File: config.mk
export PLATFORM = sky130hd
export DESIGN_NAME = ipcg_gate
export DESIGN_NICKNAME = d
export VERILOG_FILES = /design/src/hdl/ipcg_pkg.sv /design/src/hdl/ipcg_gate.sv
export SDC_FILE = /design/constraint.sdc
export NUM_CORES = 1
export LEC_CHECK = 0
export BUFFER_PORTS_ARGS = -buffer_cell sky130_fd_sc_hd__buf_4
export CAP_MARGIN = 20
export CORE_MARGIN = 10
export CORE_UTILIZATION = 53
export CTS_CLUSTER_DIAMETER = 30
export CTS_CLUSTER_SIZE = 24
export DETAILED_ROUTE_END_ITERATION = 8
export GPL_ROUTABILITY_DRIVEN = 0
export GPL_TIMING_DRIVEN = 0
export PLACE_DENSITY = 0.74
export SLEW_MARGIN = 20
export SYNTH_ARGS = -nofsm -noshare
export SYNTH_HDL_FRONTEND = slang
export SYNTH_SLANG_ARGS = --single-unit
File: constraint.sdc
create_clock -name clk_sys_i -period 3 [get_ports clk_sys_i]
set_input_delay 0.6 -clock clk_sys_i [delete_from_list [all_inputs] [get_ports clk_sys_i]]
set_output_delay 0.6 -clock clk_sys_i [all_outputs]
set_load 0.02 [all_outputs]
File: src/hdl/ipcg_pkg.sv
`default_nettype none
package ipcg_pkg;
	// one sys_clock_out period spans this many clk_sys_i cycles
	localparam int unsigned OUT_CLK_DIV = 2;
	// timing in sys_clock_out cycles or half cycles, as the behaviour is stated
	localparam int unsigned INT_RESTART_HALF = 3;
	localparam int unsigned NMI_RESTART_OUTCLK = 2;
	localparam int unsigned VECTOR_OUTCLK = 6;
	localparam int unsigned DMA_START_FALLS = 3;
	localparam int unsigned INT_RESTART_CYC = (INT_RESTART_HALF * OUT_CLK_DIV + 1) / 2;
	localparam int unsigned NMI_RESTART_CYC = NMI_RESTART_OUTCLK * OUT_CLK_DIV;
	localparam int unsigned VECTOR_CYC = VECTOR_OUTCLK * OUT_CLK_DIV;
	localparam int unsigned WAKE_CNT_W = 4;
	localparam int unsigned BUS_CNT_W = 2;
	// power mode field
	localparam int unsigned PWR_W = 2;
	localparam logic [1:0] PWR_RESET = 2'h0;
	localparam logic [1:0] PWR_PDOWN = 2'h1;
	localparam logic [1:0] PWR_IDLE = 2'h2;
	localparam int unsigned PIN_SYNC_STAGES = 3;
	localparam int unsigned PIN_DMA = 0;
	localparam int unsigned PIN_HOLD = 1;
	localparam int unsigned PIN_NMI = 2;

	typedef enum logic [1:0] {IPCG_ACTIVE, IPCG_IDLE, IPCG_PDOWN} ipcg_mode_e;

	typedef struct packed {
		logic core;
		logic periph;
		logic osc;
	} ipcg_clk_s;

	typedef struct packed {
		logic go;
		logic refresh;
	} ipcg_bus_s;
endpackage
`default_nettype wire

File: src/hdl/ipcg_gate.sv
`default_nettype none
module ipcg_gate (
	input wire logic clk_sys_i,
	input wire logic rst_i,
	input wire logic pwr_wr_i,
	input wire logic [ipcg_pkg::PWR_W-1:0] pwr_data_i,
	input wire logic halt_i,
	input wire logic refresh_zero_i,
	input wire logic dma_req_i,
	input wire logic hold_i,
	input wire logic nmi_i,
	input wire logic int_resolved_i,
	input wire logic bus_done_i,
	output ipcg_pkg::ipcg_clk_s clk_en_o,
	output logic sys_clock_out_o,
	output logic bus_grant_out_o,
	output ipcg_pkg::ipcg_bus_s bus_o,
	output logic vector_start_o,
	output logic vector_nmi_o,
	output logic [ipcg_pkg::PWR_W-1:0] power_control_reg_o,
	output ipcg_pkg::ipcg_mode_e mode_o
);
	import ipcg_pkg::*;

	typedef enum logic [2:0] {B_OFF, B_WAIT, B_TIDLE, B_RUN, B_TAIL} ipcg_bus_e;
	typedef enum logic [2:0] {H_OFF, H_WAIT, H_CORE, H_GRANT, H_REL} ipcg_hold_e;
	typedef enum logic [1:0] {W_OFF, W_RESTART, W_VECTOR} ipcg_wake_e;

	logic [PWR_W-1:0] power_control_reg;
	ipcg_mode_e mode;
	logic phase;
	logic fall;
	logic [2:0] pin_s1, pin_s2, pin_s3;
	logic [2:0] pin_lvl;
	logic nmi_prev;
	logic nmi_rise;
	logic ref_pend;
	ipcg_bus_e bst;
	logic [BUS_CNT_W-1:0] bcnt;
	logic bus_refresh;
	logic bus_go;
	ipcg_hold_e hst;
	ipcg_wake_e wst;
	logic [WAKE_CNT_W-1:0] wcnt;
	logic wake_nmi;
	logic wake_now;
	logic waking;
	logic core_en;
	logic in_idle;

	assign in_idle = (mode == IPCG_IDLE);
	assign fall = phase;
	assign waking = (mode != IPCG_ACTIVE) && (wst == W_OFF) && (nmi_rise || int_resolved_i);
	assign wake_now = (wst == W_RESTART) && (wcnt == '0);

	// clock output divider; frozen high in powerdown
	always_ff @(posedge clk_sys_i) begin
		if (rst_i) begin
			phase <= 1'b0;
		end else if (mode == IPCG_PDOWN) begin
			phase <= 1'b1;
		end else begin
			phase <= ~phase;
		end
	end

	// asynchronous pins: three stages, change accepted when stages two and three agree
	always_ff @(posedge clk_sys_i) begin
		if (rst_i) begin
			pin_s1 <= 3'h0;
			pin_s2 <= 3'h0;
			pin_s3 <= 3'h0;
			pin_lvl <= 3'h0;
			nmi_prev <= 1'b0;
		end else begin
			pin_s1 <= {nmi_i, hold_i, dma_req_i};
			pin_s2 <= pin_s1;
			pin_s3 <= pin_s2;
			for (int i = 0; i < PIN_SYNC_STAGES; i++) begin
				if (pin_s2[i] == pin_s3[i]) begin
					pin_lvl[i] <= pin_s3[i];
				end
			end
			nmi_prev <= pin_lvl[PIN_NMI];
		end
	end
	assign nmi_rise = pin_lvl[PIN_NMI] && !nmi_prev;

	// power control setting: only reset or a software write changes it
	always_ff @(posedge clk_sys_i) begin
		if (rst_i) begin
			power_control_reg <= PWR_RESET;
		end else if (pwr_wr_i) begin
			power_control_reg <= pwr_data_i;
		end
	end

	// mode: entered at halt, left by a finished wake restart
	always_ff @(posedge clk_sys_i) begin
		if (rst_i) begin
			mode <= IPCG_ACTIVE;
		end else if (wake_now) begin
			mode <= IPCG_ACTIVE;
		end else if (mode == IPCG_ACTIVE && halt_i) begin
			unique case (power_control_reg)
				PWR_IDLE: mode <= IPCG_IDLE;
				PWR_PDOWN: mode <= IPCG_PDOWN;
				default: mode <= IPCG_ACTIVE;
			endcase
		end
	end

	// interrupt and NMI wake sequencing; NMI skips the resolution delay
	always_ff @(posedge clk_sys_i) begin
		if (rst_i) begin
			wst <= W_OFF;
			wcnt <= '0;
			wake_nmi <= 1'b0;
		end else begin
			unique case (wst)
				W_OFF: begin
					if (waking) begin
						wst <= W_RESTART;
						wake_nmi <= nmi_rise;
						wcnt <= nmi_rise ? WAKE_CNT_W'(NMI_RESTART_CYC - 1)
							: WAKE_CNT_W'(INT_RESTART_CYC - 1);
					end
				end
				W_RESTART: begin
					if (wcnt == '0) begin
						wst <= W_VECTOR;
						wcnt <= WAKE_CNT_W'(VECTOR_CYC - 1);
					end else begin
						wcnt <= wcnt - 1'b1;
					end
				end
				W_VECTOR: begin
					if (wcnt == '0) begin
						wst <= W_OFF;
					end else begin
						wcnt <= wcnt - 1'b1;
					end
				end
				default: wst <= W_OFF;
			endcase
		end
	end
	assign vector_start_o = (wst == W_VECTOR) && (wcnt == '0);
	assign vector_nmi_o = wake_nmi;

	// refresh request latch; a new zero crossing wins over the clear
	always_ff @(posedge clk_sys_i) begin
		if (rst_i) begin
			ref_pend <= 1'b0;
		end else if (refresh_zero_i && mode != IPCG_PDOWN) begin
			ref_pend <= 1'b1;
		end else if (bus_go && bus_refresh) begin
			ref_pend <= 1'b0;
		end
	end

	// idle bus engine: core clock for one refresh or DMA cycle at a time
	always_ff @(posedge clk_sys_i) begin
		if (rst_i) begin
			bst <= B_OFF;
			bcnt <= '0;
			bus_refresh <= 1'b0;
			bus_go <= 1'b0;
		end else begin
			bus_go <= 1'b0;
			unique case (bst)
				B_OFF: begin
					if (in_idle && fall && ref_pend) begin
						bst <= B_TIDLE;
					end else if (in_idle && fall && pin_lvl[PIN_DMA]) begin
						bst <= B_WAIT;
						bcnt <= BUS_CNT_W'(DMA_START_FALLS - 1);
					end
				end
				B_WAIT: begin
					if (fall) begin
						if (bcnt == '0) begin
							bst <= B_TIDLE;
						end else begin
							bcnt <= bcnt - 1'b1;
						end
					end
				end
				B_TIDLE: begin
					if (fall) begin
						bst <= B_RUN;
						bus_go <= 1'b1;
						bus_refresh <= ref_pend;
					end
				end
				B_RUN: begin
					// ready, waits and chip selects stay with the bus unit
					if (bus_done_i) begin
						bst <= B_TAIL;
						bcnt <= BUS_CNT_W'(OUT_CLK_DIV - 1);
					end
				end
				B_TAIL: begin
					// counted in system cycles so the T-state stays full whatever the done phase
					if (bcnt == '0) begin
						if (in_idle && (ref_pend || pin_lvl[PIN_DMA])) begin
							bst <= B_TIDLE;
						end else begin
							bst <= B_OFF;
						end
					end else begin
						bcnt <= bcnt - 1'b1;
					end
				end
				default: bst <= B_OFF;
			endcase
		end
	end
	assign bus_o.go = bus_go;
	assign bus_o.refresh = bus_refresh;

	// hold handshake; each step waits for a clock output fall
	always_ff @(posedge clk_sys_i) begin
		if (rst_i) begin
			hst <= H_OFF;
		end else if (mode == IPCG_PDOWN) begin
			hst <= H_OFF;
		end else if (fall) begin
			unique case (hst)
				H_OFF: if (pin_lvl[PIN_HOLD]) hst <= H_WAIT;
				H_WAIT: hst <= H_CORE;
				H_CORE: hst <= H_GRANT;
				H_GRANT: if (!pin_lvl[PIN_HOLD]) hst <= H_REL;
				H_REL: hst <= H_OFF;
				default: hst <= H_OFF;
			endcase
		end
	end

	// grant is withdrawn while a refresh waits, as in active mode
	always_ff @(posedge clk_sys_i) begin
		if (rst_i) begin
			bus_grant_out_o <= 1'b0;
		end else begin
			bus_grant_out_o <= (hst == H_GRANT || (hst == H_CORE && fall)) && !ref_pend
				&& !(hst == H_GRANT && fall && !pin_lvl[PIN_HOLD]);
		end
	end

	// one OR of every wake source keeps overlaps glitch free
	always_comb begin
		unique case (mode)
			IPCG_ACTIVE: core_en = 1'b1;
			IPCG_IDLE: core_en = (bst != B_OFF && bst != B_WAIT) || wake_now
				|| hst == H_CORE || hst == H_GRANT || hst == H_REL;
			// restart out of powerdown follows the idle timing
			IPCG_PDOWN: core_en = wake_now;
			default: core_en = 1'b0;
		endcase
	end

	assign clk_en_o.core = core_en;
	assign clk_en_o.periph = (mode != IPCG_PDOWN);
	assign clk_en_o.osc = (mode != IPCG_PDOWN);
	assign sys_clock_out_o = phase;
	assign power_control_reg_o = power_control_reg;
	assign mode_o = mode;
endmodule
`default_nettype wire

# After elaboration in Yosys (flattened, before gate mapping)
# Index checks and enable logic that the tools add are counted.
totals:
  reg_bits: 37
  input_bits: 12
  out_inout_bits: 13
  word_cells: 140
op_classes:
  addsub: 2
  eq_ne: 33
  mux: 33
  bitwise_logic: 2
  n_reduce_logical: 50
op_table:
  columns: ["cell", "n"]
  rows:
  - ["3-bit two-way mux", 9]
  - ["2-bit inequality test (second input constant)", 13]
  - ["1-bit logical AND", 18]
  - ["2-bit two-way mux", 9]
  - ["3-bit case mux with 5 select lines", 1]
  - ["3-bit by 2-bit == test with 1-bit output (second input constant)", 4]
  - ["4-bit two-way mux", 3]
  - ["3-bit case mux with 4 select lines", 1]
  - ["4-bit case mux with 3 select lines", 1]
  - ["3-bit AND reduction", 3]
  - ["2-bit case mux with 4 select lines", 1]
  - ["1-bit logical OR", 7]
  - ["2-bit by 1-bit == test with 1-bit output (second input constant)", 3]
  - ["2-bit == test (second input constant)", 3]
  - ["3-bit by 1-bit == test with 1-bit output (second input constant)", 2]
  - ["3-bit == test (second input constant)", 2]
  - ["2-bit zero test", 3]
  - ["3-bit zero test", 2]
  - ["2-bit case mux with 3 select lines", 1]
  - ["6-bit AND reduction", 1]
  - ["3-bit nonzero test", 2]
  - ["2-bit OR reduction", 3]
  - ["1-bit two-way mux", 5]
  - ["5-bit AND reduction", 1]
  - ["14 further kinds", 22]

# Logic depth before layout (Yosys ltp)
depth:
  ltp_word: 7
  ltp_mapped: 7
  mapped_depth_nobuf: 6

# Worst setup path before layout
# No wires, ideal clock.
synth_path:
  path_kind: "reg2out"
  start: "register wcnt[0]"
  end: "output clk_en_o[2] in the netlist's numbering"
  t_arrival_ps: 1517
  required_time_ps: 2400
  setup_slack_ps: 883
  path_stages_with_launch: 8
  path_buffers: 2
  cell_sequence: "dfxtp_1 -> inv_1 -> ha_1 -> nor3b_4 -> and2_1 -> buf_6 -> o31a_2 -> buf_4"
synth_between:
  elab_chain_cells: 7
synth_rtl:
  columns: ["item", "line", "source"]
  rows:
  - ["from (decl)", "ipcg_gate.sv:44", "logic [WAKE_CNT_W-1:0] wcnt;"]
  - ["from (signal assigned)", "ipcg_gate.sv:125", "wcnt <= nmi_rise ? WAKE_CNT_W'(NMI_RESTART_CYC - 1)"]
  - ["from (signal assigned)", "ipcg_gate.sv:132", "wcnt <= WAKE_CNT_W'(VECTOR_CYC - 1);"]
  - ["from (signal assigned)", "ipcg_gate.sv:134", "wcnt <= wcnt - 1'b1;"]
  - ["4-bit zero test *", "ipcg_gate.sv:54", "assign wake_now = (wst == W_RESTART) && (wcnt == '0);"]
  - ["1-bit logical AND *", "ipcg_gate.sv:54", null]
  - ["1-bit logical OR", "ipcg_gate.sv:254", "IPCG_IDLE: core_en = (bst != B_OFF && bst != B_WAIT) || wake_now"]
  - ["1-bit logical OR (3 in a row)", "ipcg_gate.sv:255", "|| hst == H_CORE || hst == H_GRANT || hst == H_REL;"]
  - ["1-bit case mux with 3 select lines *", "ipcg_gate.sv:252", "unique case (mode)"]
  - ["to (decl)", "ipcg_gate.sv:14", "output ipcg_pkg::ipcg_clk_s clk_en_o,"]
# Every way passes the cells marked *; elsewhere a longest branch is shown, timed or not.

# Worst setup path after layout
# Same ends and word-level chain as after synthesis.

==> impl_metrics.json <==
{
  "io_pins": 25,
  "crit_path_start_kind": "flop",
  "drc": 0,
  "num_vias": 1599,
  "area_delta_synth_final_pct": 15.7,
  "port_buffers": 23,
  "postCtsResizedCells": 0,
  "num_rows": 21,
  "cts_tree": "yes",
  "syn_area_mm2": 0.00184,
  "crit_chain": "inv_1, ha_1, nor3b_4, and2_1, buf_6, o31a_2, buf_4, buf_4",
  "final_common_cell": "dfxtp_1",
  "p_int_uw": 657,
  "worst_ep_arrival_time_ps": 2110,
  "grt_pass1_vias": 1533,
  "p_per_area_mw_per_mm2": 431,
  "min_period_over_period_pct": 90.2,
  "clock_latency_ps": 330,
  "ys_async_sr_fraction_pct": 0,
  "rsz0062_at_grt": "false",
  "p_comb_share_pct": 14.2,
  "seqPwrFrac_pct": 56.7,
  "maxCapViolCount": 0,
  "slew_violations": 0,
  "ctsHoldBuffers": 0,
  "routedWlPerCell_um": 13.7,
  "die_area_mm2": 0.00624,
  "criticalPathCategory": "flop to output pin",
  "hold_violations": 0,
  "syn_avg_cell_area_um2": 8.78,
  "synth-edff-count": 0,
  "path_common_cell": "buf_4",
  "yosysTopAreaCellShare_pct": 40.2,
  "clk_pin_slew_ps": 120,
  "htree_levels": 2,
  "synthTopCellsByArea": "dfxtp_1 40%, nor2b_1 4.4%, nor2_1 3.9%",
  "nNetsFinal": 257,
  "syn_inst": 210,
  "fin_crit_ps": 2710,
  "end_kind": "output pin",
  "overflow": 0,
  "dp.cells": 279,
  "power.share.clock_pct": 29.1,
  "hold_path.class": "flop to flop",
  "start_util_pct": 55.2,
  "fp.dieH_um": 79.0,
  "cts_setup_buffers": 0,
  "fin_skew_ps": 12.0,
  "syn-num-nets": 227,
  "cts_buffer_depth": 2,
  "power.switching_uw": 263,
  "hpwl_um": 2890,
  "dieWidth_um": 79.0,
  "via_per_inst": 5.57,
  "first_pass_iters": 5,
  "cts_root_buf": "clkbuf_4",
  "cts_sinks": 37,
  "antennaDiodeCount": 0,
  "core_region_area_mm2": 0.00334,
  "antenna_found_initial": 0,
  "tightest_slew_ps": 579,
  "postRouteAntennaNets": 0,
  "maxSlewHeadroom_pct": 61.4,
  "cp_num_buf_inv": 4,
  "routed_wl_um": 3930,
  "status": "finished, final reports clean",
  "fmax_ghz": 0.369,
  "fin_cells": 287,
  "cp_slowest_cell": "dfxtp_1",
  "path_max_fanout": 7,
  "ys_ff_latch": 37,
  "tns_ps": 0,
  "synth-warning-count": 0,
  "n_fill_cell": 302,
  "grt_pass1_wl_um": 6860,
  "cpPeakStageDelay_ps": 400,
  "finalSetupViolations": 0,
  "grt_usage_pct": 13.1,
  "yosysTopAreaCell": "dfxtp_1",
  "required_ps": 2400,
  "vdd.ir_drop.worst_mv": 0.370,
  "grt_max_degree": 14,
  "synth.distinct_cells": 58,
  "drtIter0Drc": 77,
  "switching_share_pct": 28.6,
  "ys_seq_area_share_pct": 40.2,
  "crit_family": "buffers and inverters",
  "layout-drive-gt1-share_pct": 22.4,
  "p_leak_nw": 0.810,
  "mostFrequentLayoutCells": "37 x dfxtp_1, 27 x buf_4, 19 x nor2_1, 14 x nand2_1, 14 x a21oi_1",
  "synth_ff_type": "dfxtp_1",
  "cts_made_buffers": 5
}
-- worst paths after layout --
| path | start | end | slack [ps] | cells past startpoint |
|---|---|---|---|---|
| worst min-delay path | pin_s1[2]$_SDFF_PP0_ | pin_s2[2]$_SDFF_PP0_ | 450 | 1 |
| worst max register to register | wst[1]$_SDFFE_PP0P_ | wcnt[1]$_SDFFE_PP0P_ | 1270 | 6 |
| worst max-delay path | wcnt[0]$_SDFFE_PP0P_ | clk_en_o[2] | 290 | 8 |
| worst min register to register | pin_s1[2]$_SDFF_PP0_ | pin_s2[2]$_SDFF_PP0_ | 450 | 1 |
-- synth_stat cells (all sizes together) (5+ instances only) --
library cell	count
ha	5
nor2	19
inv	12
dfxtp	37
nand3	6
buf	9
a21oi	15
nand2	14
nor3	9
nor2b	13
o21ai	10
-- cells by family after synthesis --
family	count (synthesis)	synth area share, %
compound gates	58	23.0
fa+ha+maj	5	3.39
buf+inv	25	6.58
flops	37	40.2
mux	4	2.24
simple gates	81	24.6
-- final cells by class --
type | instances | area (um^2) | area share (%)
Tap cell | 46 | 57.6 | 2.70
Clock inverter | 3 | 21.3 | 0.998
Sequential cell | 37 | 741 | 34.7
Timing Repair Buffer | 23 | 173 | 8.10
Clock buffer | 5 | 37.5 | 1.76
Buffer | 13 | 76.3 | 3.58
Inverter | 12 | 45.0 | 2.11
Multi-Input combinational cell | 148 | 981 | 46.0
-- layer usage --
layer | global-route usage [%] | vias up | part of all wire [%]
met2 | 21.1 | 30 | 49
met4 | 3.94 | 0 | 0.48
met3 | 3.15 | 2 | 3.3
met5 | 0 | - | 0
li1 | - | 816 | -
met1 | 16.9 | 751 | 47
-- power by group through the flow --
stage / sequential, mW / clock (mW) / combinational [mW]
floorplan: 0.533 / 0 / 0.0858
global placement: 0.532 / 0 / 0.130
detailed placement: 0.532 / 0 / 0.131
CTS: 0.521 / 0.275 / 0.131
global route: 0.524 / 0.295 / 0.145
finish: 0.521 / 0.268 / 0.130
-- state kept, by name, summed over array words and instances, names as in the netlist --
register and count:
ref_pend 1, pin_s3 3, pin_s1 3, bcnt 2, pin_s2 3, nmi_prev 1, power_control_reg_o 2, mode_o 2
bst 3, hst 3, bus_refresh 1, wcnt 4, bus_go 1, sys_clock_out_o 1, bus_grant_out_o 1, pin_lvl 3
vector_nmi_o 1, wst 2
-- metrics by stage --
step | util (%) | hold WS (ps) | total power [mW] | area (um^2) | setup WS (ps)
2_1_floorplan | - | 414 | 0.619 | 1840 | 883
3_3_place_gp | 62.1 | 420 | 0.662 | 2070 | 669
3_5_place_dp | 62.1 | 430 | 0.663 | 2070 | 665
4_1_cts | 63.9 | 459 | 0.927 | 2130 | 279
5_1_grt | 63.9 | 453 | 0.964 | 2130 | 208
6_report | 63.9 | 454 | 0.920 | 2130 | 293
(Power assumes the default switching activity.)
